[src/hw/ctac_pkg.sv]
// ctac_pkg: shared constants and types for the camera trigger and acquisition controller
// assumes a 250 MHz system clock and a 32-bit classic wishbone register bus
package ctac_pkg;

	// clock and microsecond tick
	localparam int CLK_PERIOD_PS = 4000; // 250 MHz
	localparam int TICK_US = 1; // tick period in microseconds
	localparam int TICK_CYC = TICK_US * 1000000 / CLK_PERIOD_PS; // cycles per tick
	localparam logic [7:0] TICK_LAST = 8'(TICK_CYC - 1);

	// register byte offsets
	localparam logic [7:0] OFS_CTRL = 8'h00; // trigger and exposure setup
	localparam logic [7:0] OFS_CMD = 8'h04; // write-only command pulses
	localparam logic [7:0] OFS_DELAY = 8'h08; // trig_postpone_us
	localparam logic [7:0] OFS_SPACE = 8'h0c; // burst_spacing_us
	localparam logic [7:0] OFS_EXPO = 8'h10; // timed exposure in us
	localparam logic [7:0] OFS_BURST = 8'h14; // burst_length
	localparam logic [7:0] OFS_STAT = 8'h18; // live status
	localparam logic [7:0] OFS_FRAMES = 8'h1c; // frames produced

	// command bit positions
	localparam int CMD_BEGIN = 0; // begin_capture_cmd
	localparam int CMD_END = 1; // end_capture_cmd
	localparam int CMD_HTRIG = 2; // host_trig_cmd

	// field widths
	localparam int US_W = 24; // microsecond fields
	localparam int BURST_W = 16; // burst_length
	localparam int CTRL_W = 7; // used control bits

	// reset values
	localparam logic [US_W-1:0] RST_DELAY = 24'h000000;
	localparam logic [US_W-1:0] RST_SPACE = 24'h0003e8;
	localparam logic [US_W-1:0] RST_EXPO = 24'h0003e8;
	localparam logic [BURST_W-1:0] RST_BURST = 16'h0001;

	// trigger type, trig_type_select
	typedef enum logic [1:0] {
		TYP_ACQ_START,
		TYP_ONE_FRAME, // one_frame_per_event
		TYP_COUNTED, // counted_burst_per_event
		TYP_LEVEL // level_gated_burst
	} ctac_type_e;

	// control register layout, bit 0 first from the bottom
	typedef struct packed {
		logic overlap; // sensor may integrate during readout
		logic width_exp; // integration_control_select: pulse_width_exposure
		logic origin_sw; // trig_origin_select: host command
		logic edge_fall; // trig_edge_select: falling edge
		ctac_type_e ttype; // trig_type_select
		logic gate; // trig_gate_enable
	} ctac_ctrl_s;

	localparam ctac_ctrl_s RST_CTRL = '0;

	// sensor control bundle
	typedef struct packed {
		logic integrate; // integration window, level
		logic readout_start; // one-cycle pulse at end of integration
	} ctac_sensor_s;

endpackage : ctac_pkg

[src/hw/ctac_top.sv]
// ctac_top: acquisition and trigger controller, wishbone registers and frame sequencer
// assumes synchronous trigger line and sensor busy inputs on the single clock
//
// Decided for this implementation: the placing of the registers and register access over Wishbone.
`timescale 1ns/1ps

// Behaviour
// - ignore triggers until capture begun
// - stop finishes current frame, then halts
// - only continuous acquisition mode exists
// - gate enable decides triggered or free-run
// - acquisition-start type: one trigger, then continuous
// - frame-start type: one frame per trigger
// - counted burst: burst_length frames per trigger
// - level burst: frames while trigger active
// - trigger edge selectable rising or falling
// - trigger origin: hardware line or host
// - host trigger acts only with host origin
// - programmable microsecond delay before acting
// - burst spacing sets frame start interval in counted bursts only
// - slow sensor bursts at max rate
// - selected edge starts integration then readout
// - pulse width exposure starts on leading edge
// - pulse width exposure ends on trailing edge
// - overlap lets integration start during readout
// - auto exposure unavailable in trigger modes
// - counted burst from line or host event
// - timed exposure equals programmed microseconds
module ctac_top (
	// clock and reset
	input wire logic clk_i,
	input wire logic rst_i,
	// wishbone slave
	input wire logic wb_cyc_i,
	input wire logic wb_stb_i,
	input wire logic wb_we_i,
	input wire logic [31:0] wb_adr_i,
	input wire logic [3:0] wb_sel_i,
	input wire logic [31:0] wb_dat_i,
	output logic [31:0] wb_dat_o,
	output logic wb_ack_o,
	// trigger line and sensor
	input wire logic trig_line_i,
	input wire logic sensor_busy_i,
	output ctac_pkg::ctac_sensor_s sensor_o,
	// status levels
	output logic auto_exp_allow_o,
	output logic capture_active_o
);

	// sequencer states
	typedef enum logic [2:0] {
		ST_IDLE,
		ST_WAIT,
		ST_DELAY,
		ST_READY,
		ST_EXPOSE,
		ST_GAP
	} ctac_state_e;

	// registers
	ctac_pkg::ctac_ctrl_s ctrl_r; // control fields
	logic [ctac_pkg::US_W-1:0] delay_r; // trig_postpone_us
	logic [ctac_pkg::US_W-1:0] space_r; // burst_spacing_us
	logic [ctac_pkg::US_W-1:0] expo_r; // timed exposure
	logic [ctac_pkg::BURST_W-1:0] burst_r; // burst_length
	logic [31:0] frames_r; // frames produced
	logic [31:0] dat_r; // read data
	logic ack_r; // bus answer

	// sequencer state
	ctac_state_e st_r, st_nxt;
	logic [ctac_pkg::US_W-1:0] cnt_r; // delay or exposure count
	logic [ctac_pkg::US_W-1:0] cnt_val; // value loaded into cnt_r
	logic load_cnt;
	logic [ctac_pkg::US_W-1:0] spc_r; // frame start spacing count
	logic load_spc;
	logic [ctac_pkg::BURST_W-1:0] left_r, left_nxt; // frames left in burst
	logic started_r, started_nxt; // acquisition-start trigger seen
	logic stop_r, stop_nxt; // stop pending
	logic frame_end; // integration ends this cycle
	logic [7:0] div_r; // tick divider
	logic line_q_r; // previous trigger line
	ctac_pkg::ctac_sensor_s sensor_r;
	logic auto_r;

	// bus decode
	wire req = wb_cyc_i & wb_stb_i;
	wire wr_fire = req & wb_we_i & ack_r; // write lands at the acked edge
	wire hi_zero = (wb_adr_i[31:8] == 24'h000000);
	wire [7:0] ofs = wb_adr_i[7:0];
	wire sel_ctrl = hi_zero & (ofs == ctac_pkg::OFS_CTRL);
	wire sel_cmd = hi_zero & (ofs == ctac_pkg::OFS_CMD);
	wire sel_delay = hi_zero & (ofs == ctac_pkg::OFS_DELAY);
	wire sel_space = hi_zero & (ofs == ctac_pkg::OFS_SPACE);
	wire sel_expo = hi_zero & (ofs == ctac_pkg::OFS_EXPO);
	wire sel_burst = hi_zero & (ofs == ctac_pkg::OFS_BURST);
	wire sel_stat = hi_zero & (ofs == ctac_pkg::OFS_STAT);
	wire sel_frames = hi_zero & (ofs == ctac_pkg::OFS_FRAMES);

	// byte lane mask from sel
	logic [31:0] bmask;
	genvar gb;
	generate
		for (gb = 0; gb < 4; gb++)
		begin : g_lane
			assign bmask[gb*8 +: 8] = {8{wb_sel_i[gb]}};
		end
	endgenerate

	// merged write values, untouched lanes keep old contents
	wire [31:0] ctrl_old = {25'h0000000, ctrl_r};
	wire [31:0] ctrl_wv = (ctrl_old & ~bmask) | (wb_dat_i & bmask);
	wire [31:0] delay_wv = ({8'h00, delay_r} & ~bmask) | (wb_dat_i & bmask);
	wire [31:0] space_wv = ({8'h00, space_r} & ~bmask) | (wb_dat_i & bmask);
	wire [31:0] expo_wv = ({8'h00, expo_r} & ~bmask) | (wb_dat_i & bmask);
	wire [31:0] burst_wv = ({16'h0000, burst_r} & ~bmask) | (wb_dat_i & bmask);

	// command pulses, only lane 0 carries them
	wire cmd_ok = wr_fire & sel_cmd & wb_sel_i[0];
	wire begin_cmd = cmd_ok & wb_dat_i[ctac_pkg::CMD_BEGIN];
	wire end_cmd = cmd_ok & wb_dat_i[ctac_pkg::CMD_END];
	wire host_cmd = cmd_ok & wb_dat_i[ctac_pkg::CMD_HTRIG];

	// status word: busy, auto exposure allowed, stop pending, started, mode-is-continuous, state
	wire [2:0] st_code = st_r;
	wire [31:0] stat_w = {24'h000000, sensor_busy_i, auto_r, stop_r, started_r, 1'b1, st_code};

	// read mux, unmapped and command offsets read zero
	wire [31:0] rd_mux = sel_ctrl ? ctrl_old :
		sel_delay ? {8'h00, delay_r} :
		sel_space ? {8'h00, space_r} :
		sel_expo ? {8'h00, expo_r} :
		sel_burst ? {16'h0000, burst_r} :
		sel_stat ? stat_w :
		sel_frames ? frames_r : 32'h00000000;

	// microsecond tick from the system clock
	wire tick = (div_r == ctac_pkg::TICK_LAST);

	// trigger detection
	wire rise = trig_line_i & ~line_q_r;
	wire fall = ~trig_line_i & line_q_r;
	wire line_evt = ctrl_r.edge_fall ? fall : rise;
	wire host_evt = host_cmd & ctrl_r.origin_sw;
	wire trig_evt = ctrl_r.origin_sw ? host_evt : line_evt;
	// active level follows the edge choice; host source has no level
	wire lvl_active = ~ctrl_r.origin_sw & (ctrl_r.edge_fall ? ~trig_line_i : trig_line_i);
	wire is_level = (ctrl_r.ttype == ctac_pkg::TYP_LEVEL);
	wire trig_go = ctrl_r.gate & (is_level ? lvl_active : trig_evt);
	wire free_run = ~ctrl_r.gate;

	// exposure end: pulse width only for a line-driven one-frame trigger
	wire bulb = ctrl_r.width_exp & ~ctrl_r.origin_sw & (ctrl_r.ttype == ctac_pkg::TYP_ONE_FRAME);
	wire cnt_done = (cnt_r == '0);
	wire spc_done = (spc_r == '0);
	wire expose_end = bulb ? ~lvl_active : cnt_done;
	// without overlap the sensor must finish reading out first
	wire can_integ = ctrl_r.overlap | ~sensor_busy_i;
	wire last_burst = (left_r <= 16'h0001);

	// next-state logic of the frame sequencer
	always_comb
	begin
		st_nxt = st_r;
		load_cnt = 1'b0;
		cnt_val = cnt_r;
		load_spc = 1'b0;
		left_nxt = left_r;
		started_nxt = started_r;
		stop_nxt = stop_r | end_cmd;
		frame_end = 1'b0;
		unique case (st_r)
			// triggers do nothing until capture is begun
			ST_IDLE:
			begin
				if (begin_cmd)
				begin
					started_nxt = 1'b0;
					stop_nxt = 1'b0;
					st_nxt = free_run ? ST_READY : ST_WAIT;
				end
			end
			// armed; this is the only state that takes an event
			ST_WAIT:
			begin
				if (stop_nxt)
					st_nxt = ST_IDLE;
				// a trigger that finds the sensor still reading out is dropped, not queued
				else if (trig_go & can_integ)
				begin
					st_nxt = ST_DELAY;
					load_cnt = 1'b1;
					cnt_val = delay_r;
					left_nxt = burst_r;
					if (ctrl_r.ttype == ctac_pkg::TYP_ACQ_START)
						started_nxt = 1'b1;
				end
			end
			// trigger postponement, no frame in flight yet
			ST_DELAY:
			begin
				if (stop_nxt)
					st_nxt = ST_IDLE;
				else if (cnt_done)
					st_nxt = ST_READY;
			end
			// waiting on the sensor before integration
			ST_READY:
			begin
				if (stop_nxt)
					st_nxt = ST_IDLE;
				else if (can_integ)
				begin
					st_nxt = ST_EXPOSE;
					load_cnt = 1'b1;
					cnt_val = expo_r;
					load_spc = 1'b1;
				end
			end
			// integration; a stop here waits for the frame to close
			ST_EXPOSE:
			begin
				if (expose_end)
				begin
					frame_end = 1'b1;
					if (stop_nxt)
						st_nxt = ST_IDLE;
					else if (free_run | (ctrl_r.ttype == ctac_pkg::TYP_ACQ_START))
						st_nxt = ST_READY;
					else if (ctrl_r.ttype == ctac_pkg::TYP_ONE_FRAME)
						st_nxt = ST_WAIT;
					else if (ctrl_r.ttype == ctac_pkg::TYP_COUNTED)
					begin
						left_nxt = left_r - 16'h0001;
						st_nxt = last_burst ? ST_WAIT : ST_GAP;
					end
					else
						st_nxt = lvl_active ? ST_READY : ST_WAIT;
				end
			end
			// spacing from one burst frame start to the next
			ST_GAP:
			begin
				if (stop_nxt)
					st_nxt = ST_IDLE;
				else if (spc_done)
					st_nxt = ST_READY;
			end
			default:
				st_nxt = ST_IDLE;
		endcase
	end

	// bus answer: one wait state, ack drops the cycle after it rose
	always_ff @(posedge clk_i)
	begin
		if (rst_i)
			ack_r <= 1'b0;
		else
			ack_r <= req & ~ack_r;
	end

	// read data captured in the request cycle, stable while ack is high
	always_ff @(posedge clk_i)
	begin
		if (rst_i)
			dat_r <= 32'h00000000;
		else if (req & ~ack_r)
			dat_r <= rd_mux;
	end

	// control register
	always_ff @(posedge clk_i)
	begin
		if (rst_i)
			ctrl_r <= ctac_pkg::RST_CTRL;
		else if (wr_fire & sel_ctrl)
			ctrl_r <= ctrl_wv[ctac_pkg::CTRL_W-1:0];
	end

	// timing registers
	always_ff @(posedge clk_i)
	begin
		if (rst_i)
		begin
			delay_r <= ctac_pkg::RST_DELAY;
			space_r <= ctac_pkg::RST_SPACE;
			expo_r <= ctac_pkg::RST_EXPO;
			burst_r <= ctac_pkg::RST_BURST;
		end
		else
		begin
			if (wr_fire & sel_delay)
				delay_r <= delay_wv[ctac_pkg::US_W-1:0];
			if (wr_fire & sel_space)
				space_r <= space_wv[ctac_pkg::US_W-1:0];
			if (wr_fire & sel_expo)
				expo_r <= expo_wv[ctac_pkg::US_W-1:0];
			if (wr_fire & sel_burst)
				burst_r <= burst_wv[ctac_pkg::BURST_W-1:0];
		end
	end

	// microsecond divider
	always_ff @(posedge clk_i)
	begin
		if (rst_i | tick)
			div_r <= 8'h00;
		else
			div_r <= div_r + 8'h01;
	end

	// sequencer state and flags
	always_ff @(posedge clk_i)
	begin
		if (rst_i)
		begin
			st_r <= ST_IDLE;
			left_r <= '0;
			started_r <= 1'b0;
			stop_r <= 1'b0;
		end
		else
		begin
			st_r <= st_nxt;
			left_r <= left_nxt;
			started_r <= started_nxt;
			stop_r <= (st_nxt == ST_IDLE) ? 1'b0 : stop_nxt;
		end
	end

	// delay or exposure counter, steps on the tick
	always_ff @(posedge clk_i)
	begin
		if (rst_i)
			cnt_r <= '0;
		else if (load_cnt)
			cnt_r <= cnt_val;
		else if (tick & ~cnt_done)
			cnt_r <= cnt_r - 24'h000001;
	end

	// spacing counter runs from each integration start
	always_ff @(posedge clk_i)
	begin
		if (rst_i)
			spc_r <= '0;
		else if (load_spc)
			spc_r <= space_r;
		else if (tick & ~spc_done)
			spc_r <= spc_r - 24'h000001;
	end

	// edge history of the trigger line
	always_ff @(posedge clk_i)
	begin
		if (rst_i)
			line_q_r <= 1'b0;
		else
			line_q_r <= trig_line_i;
	end

	// sensor controls registered so they glitch-free leave the block
	always_ff @(posedge clk_i)
	begin
		if (rst_i)
			sensor_r <= '0;
		else
		begin
			sensor_r.integrate <= (st_nxt == ST_EXPOSE);
			sensor_r.readout_start <= frame_end;
		end
	end

	// auto exposure only while triggering is off
	always_ff @(posedge clk_i)
	begin
		if (rst_i)
			auto_r <= 1'b1;
		else
			auto_r <= ~ctrl_r.gate;
	end

	// frame counter, wraps
	always_ff @(posedge clk_i)
	begin
		if (rst_i)
			frames_r <= 32'h00000000;
		else if (frame_end)
			frames_r <= frames_r + 32'h00000001;
	end

	// outputs
	assign wb_dat_o = dat_r;
	assign wb_ack_o = ack_r;
	assign sensor_o = sensor_r;
	assign auto_exp_allow_o = auto_r;
	assign capture_active_o = (st_r != ST_IDLE);

endmodule : ctac_top

[config.mk]
export PLATFORM = sky130hd
export DESIGN_NAME = ctac_top
export DESIGN_NICKNAME = d
export VERILOG_FILES = /design/src/hw/ctac_pkg.sv /design/src/hw/ctac_top.sv
export SDC_FILE = /design/constraint.sdc
export NUM_CORES = 1
export LEC_CHECK = 0
export ABC_AREA = 0
export BUFFER_PORTS_ARGS = -buffer_cell sky130_fd_sc_hd__buf_2
export CAP_MARGIN = 30
export CORE_UTILIZATION = 40
export DETAILED_ROUTE_END_ITERATION = 16
export PLACE_DENSITY = 0.66
export SKIP_LAST_GASP = 1
export SLEW_MARGIN = 10
export SYNTH_ARGS = -nofsm -noshare
export SYNTH_HDL_FRONTEND = slang
export SYNTH_SLANG_ARGS = --single-unit
[constraint.sdc]
create_clock -name clk_i -period 4.6 [get_ports clk_i]
set_input_delay 0.46 -clock clk_i [delete_from_list [all_inputs] [get_ports clk_i]]
set_output_delay 0.46 -clock clk_i [all_outputs]
set_load 0.01 [all_outputs]
# Word level (Yosys, flattened, before mapping)
# Cells that the tools add are included.
# totals
register_bits,241
in_bits,75
out_inout_bits,37
word_cells,196
# classes
addsub,5
n_lt_le_gt_ge,1
eq_ne,31
n_mux,62
n_bitwise,57
reduce_logical,16
# op_table
cell,n
32-bit 2-to-1 mux,7
24-bit 2-to-1 mux,8
16-bit 2-to-1 mux,7
24-bit AND,4
24-bit logical NOT,3
24-bit OR,3
24-bit one-hot mux with 2 select lines,1
24-bit by 1-bit subtractor with 24-bit output (second input constant),2
3-bit 2-to-1 mux,15
32-bit by 1-bit adder with 32-bit output (second input constant),1
1-bit AND,32
8-bit by 5-bit == test with 1-bit output (second input constant),4
16-bit one-hot mux with 2 select lines,1
24-bit NOT,1
1-bit 2-to-1 mux,18
2-bit != test (second input constant),9
3-bit one-hot mux with 6 select lines,1
16-bit AND,1
8-bit by 4-bit == test with 1-bit output (second input constant),2
16-bit by 1-bit <= comparator with 1-bit output (second input constant),1
16-bit OR,1
16-bit by 1-bit subtractor with 16-bit output (second input constant),1
3-bit != test (second input constant),4
3-bit == test (second input constant),3
other kinds (23),42

# Longest topological paths before layout
# depth
depth_word,16
depth_mapped,10
ltp_nobuf,9

# Worst setup path before layout
# Ideal clock, no wire load.
# synth_timing
kind,input port to flip-flop
startpoint,in wb_adr_i[15]
endpoint,reg left_r[1] in the netlist's numbering
setup_time_ps,87
arrival_time_ps,2459
required_ps,4513
setup_slack_ps,2054
path_stages,8
path_buffers,1
path_cell_list,nor4_1 -> nand3_1 -> nor4_1 -> a21oi_1 -> o31a_1 -> buf_2 -> or4_1 -> o31ai_1
# synth_between
elab_chain_len,12
word_cells_on_any_way,16
cone_classes,eq/ne: 3; mux: 2; bitwise: 9; reduce/logical: 2
# synth_rtl
element,line_no,source
from (decl),ctac_top.sv:37,"input wire logic [31:0] wb_adr_i,"
24-bit logical NOT (*),ctac_top.sv:90,wire hi_zero = (wb_adr_i[31:8] == 24'h000000);
1-bit AND (*),ctac_top.sv:93,wire sel_cmd = hi_zero & (ofs == ctac_pkg::OFS_CMD);
1-bit AND (*) (2 in a row),ctac_top.sv:120,wire cmd_ok = wr_fire & sel_cmd & wb_sel_i[0];
1-bit AND,ctac_top.sv:123,wire host_cmd = cmd_ok & wb_dat_i[ctac_pkg::CMD_HTRIG];
1-bit AND,ctac_top.sv:145,wire host_evt = host_cmd & ctrl_r.origin_sw;
1-bit 2-to-1 mux,ctac_top.sv:146,wire trig_evt = ctrl_r.origin_sw ? host_evt : line_evt;
1-bit 2-to-1 mux,ctac_top.sv:150,wire trig_go = ctrl_r.gate & (is_level ? lvl_active : trig_evt);
1-bit AND,ctac_top.sv:150,
1-bit AND,ctac_top.sv:190,else if (trig_go & can_integ)
2-bit != test (no line),n/a,
8-bit AND reduction (no line) (*),n/a,
to (signal assigned),ctac_top.sv:327,left_r <= left_nxt;
to (decl),ctac_top.sv:78,"logic [ctac_pkg::BURST_W-1:0] left_r, left_nxt;"
# Every way passes the cells marked *; elsewhere a longest branch is shown, timed or not.
# A chain may end at the register's enable or synchronous reset.

# Worst setup path in the final report
# layout_timing
startpoint,reg cnt_r[12] in the netlist's numbering
endpoint,reg left_r[0] in the netlist's numbering
# layout_between
elab_chain_len,4
# layout_rtl
element,line_no,source
from (decl),ctac_top.sv:73,logic [ctac_pkg::US_W-1:0] cnt_r;
from (signal assigned),ctac_top.sv:339,cnt_r <= cnt_val;
from (signal assigned),ctac_top.sv:341,cnt_r <= cnt_r - 24'h000001;
24-bit logical NOT,ctac_top.sv:155,wire cnt_done = (cnt_r == '0);
1-bit 2-to-1 mux,ctac_top.sv:157,wire expose_end = bulb ? ~lvl_active : cnt_done;
2-bit != test (no line),n/a,
8-bit AND reduction (no line),n/a,
# Every way passes these cells.

==> impl_metrics.yaml <==
logic_synthesis:
  synth_cell_type_count: 79
  synth_seq_area_share_pct: 41.0
  syn-num-nets: 1499
  yosysTopAreaCell: "dfxtp_1"
  synth.most_common_cell: "dfxtp_1"
  synthTopCellsByArea: "dfxtp_1, mux2i_1, nor2_1, o21ai_0, nand2_1"
  synth_cells: 1417
  synth_top_area_share_pct: 41.0
  ys_async_sr_fraction_pct: 0
  synth_flop_cell: "dfxtp_1"
  yosysWarnings: 0
  synth_commonest_cells: "dfxtp_1, nor2_1, nand2_1, o21ai_0, a21oi_1"
  syn-cell-area_sq_um: 11800
  synth_edf_count: 0
  synth_seq_cells: 241
  avgSynthCellArea_sq_um: 8.30
cells_and_area:
  syn2layout_area_growth_pct: 14.9
  fin_util_pct: 46.8
  fillers: 2822
  antennaDiodeCount: 0
  stdcell_count: 1880
  layout-drive-gt1-share_pct: 13.2
  final_area_sq_um: 13500
  final_nets: 1560
clock_tree:
  clockBufferDepth: 3
  cts_root_buf: "clkbuf_16"
  cts-resized-gates: 0
  insertion_delay_ns: 0.54
  cts_hold_buf: 0
  post-cts-setup-buffer-count: 0
  cts_buffers: 27
  clkSinkCount: 241
  clkTransAtPathRegs_ns: 0.06
  cts_max_level: 1
  cts_tree: "yes"
sta:
  fin_crit_sh_pct: 73.5
  tightestPinTransition_ns: 0.953
  finClkSkew_ns: 0.0211
  report.final.slew_viol_count: 0
  fmax_mhz: 296
  fin_tns_setup_ns: 0
  grt_setup_unrepaired: "false"
  finalHoldViolCount: 0
  setup_viol_count_final: 0
  slew-limit-headroom_pct: 36.4
  period_minus_slack_ns: 3.38
floorplanning:
  die_x_um: 174
  dieArea_sq_um: 30100
  start_util_pct: 40.8
  coreArea_sq_um: 28900
  die-height_um: 174
  pin_count: 112
  placementRows: 62
pwr:
  p_int_uw: 3530
  power.density_nw_per_um2: 335
  combPwrFrac_pct: 3.6
  power_frac_clock_pct: 50.2
  irDropWorstVdd_uv: 277
  p_sw_share_pct: 22.1
  power_frac_seq_pct: 46.3
  p_sw_uw: 1000
  power.static_leakage_uw: 0.00521
grt:
  grt_pass1_vias: 10200
  overflow: 0
  grt_pass1_wl_mm: 55.8
  grt_max_degree: 118
  track_usage_pct: 22.9
  antenna_found_initial: 1
setup_path:
  required_ns: 5.03
  worstSetupEndpointType: "register"
  crit_chain: "nor4_2 -> nand2_1 -> o41ai_4 -> and4_1 -> nor2_2 -> or2_0 -> buf_4 -> a31o_2"
  cp_slowest_stage_delay_ns: 0.75
  worstPathArrival_ns: 3.82
  slowest_stage: "and4_1"
  worst-path-buf-inv: 1
  crit_fanout: 16
  criticalPathCategory: "register to register"
  startpoint_type: "register"
  cp_top_family: "simple AND/OR/NAND/NOR gates"
route:
  routedWlPerCell_um: 18.8
  dr.pass1.iters: 7
  ant_nets: 0
  vias: 10900
  first_iter_violations: 1224
  vias_per_cell: 5.80
  drc: 0
  finalWirelength_mm: 35.3
job:
  cap_violations: 0
placement:
  placed_area_sq_um: 12600
  gp_congestion: 0.907
  dp.cells: 1832
  numPortBuffers: 102
  dp_hpwl_mm: 24.4
run_status:
  status: "complete, no violations"
hold_path:
  hold_path_class: "primary input to register"
per-layer routing:
layer	track usage, %	part of all wire, %
met5	0	0
met1	31.6	45
met2	37.1	45
met3	3.66	7.8
met4	6.08	2.0
power by group through the flow:
stage / Combinational [uW] / Sequential, uW / Clock [uW]
after floorplan: 78.9 / 2140 / 0
after global placement: 157 / 2140 / 0
after CTS: 158 / 2100 / 2300
final: 162 / 2100 / 2270
after global routing: 173 / 2100 / 2390
after detailed placement: 157 / 2140 / 0
metrics by stage:
step / total power, uW / setup slack, ns / hold slack (ns)
after floorplan: 2220 / 2.05 / 0.441
after global placement: 2300 / 1.32 / 0.434
after detailed placement: 2300 / 1.26 / 0.437
after CTS: 4550 / 1.27 / 0.155
after global routing: 4660 / 1.07 / 0.182
final: 4530 / 1.22 / 0.161
area by class of cell:
| type | count | area, sq um | area share [%] |
|---|---|---|---|
| timing repair buffer | 124 | 689 | 5.10 |
| sequential | 241 | 4820 | 35.7 |
| inverter | 25 | 93.8 | 0.694 |
| clock inverter | 11 | 161 | 1.19 |
| tap | 384 | 480 | 3.55 |
| clock buffer | 36 | 769 | 5.69 |
| multi-input combinational | 1059 | 6500 | 48.1 |
cell families (layout without fill, tap and decap cells):
family | Yosys count | in the layout | synth area share (%)
muxes | 74 | 74 | 6.32
buffers and inverters | 117 | 196 | 3.91
and+or+nand+nor | 534 | 534 | 21.9
AOI/OAI and AO/OA | 374 | 374 | 20.9
DFF | 241 | 241 | 41.0
adders and majority gates | 7 | 7 | 0.744
xor gates and xnor gates | 70 | 70 | 5.21
worst register-to-register path, delay by kind of cell (launching register included):
| family | cells | cell delay, ns |
|---|---|---|
| buf+inv | 1 | 0.19 |
| compound gates | 2 | 0.90 |
| flops | 1 | 0.36 |
| simple gates | 5 | 1.85 |
cells in the final DEF (no fill, tap or decap), types with 10 or more instances in the layout:
master and n:
and3_1 11, o211ai_1 16, nand2_1 142, nand3_1 32, a211oi_1 44, xnor2_1 31, nand4_1 17, buf_2 101
a21oi_1 87, a22o_1 10, dfxtp_1 241, xor2_1 39, mux2i_1 72, nor2_1 168, o21ai_0 117, or3_1 24
clkbuf_16 27, inv_1 24, buf_4 21, nor4_1 35, nor3_1 41
final timing paths:
check          startpoint           end  slack, ns  cells past startpoint
max reg2reg     cnt_r[12]     left_r[0]       1.22                      8
min           trig_line_i      line_q_r       0.16                      2
max             cnt_r[12]     left_r[0]       1.22                      8
min reg2reg  wb_dat_o[16]  wb_dat_o[16]       0.45                      2
No activity file was read; power rests on OpenSTA's default activity.
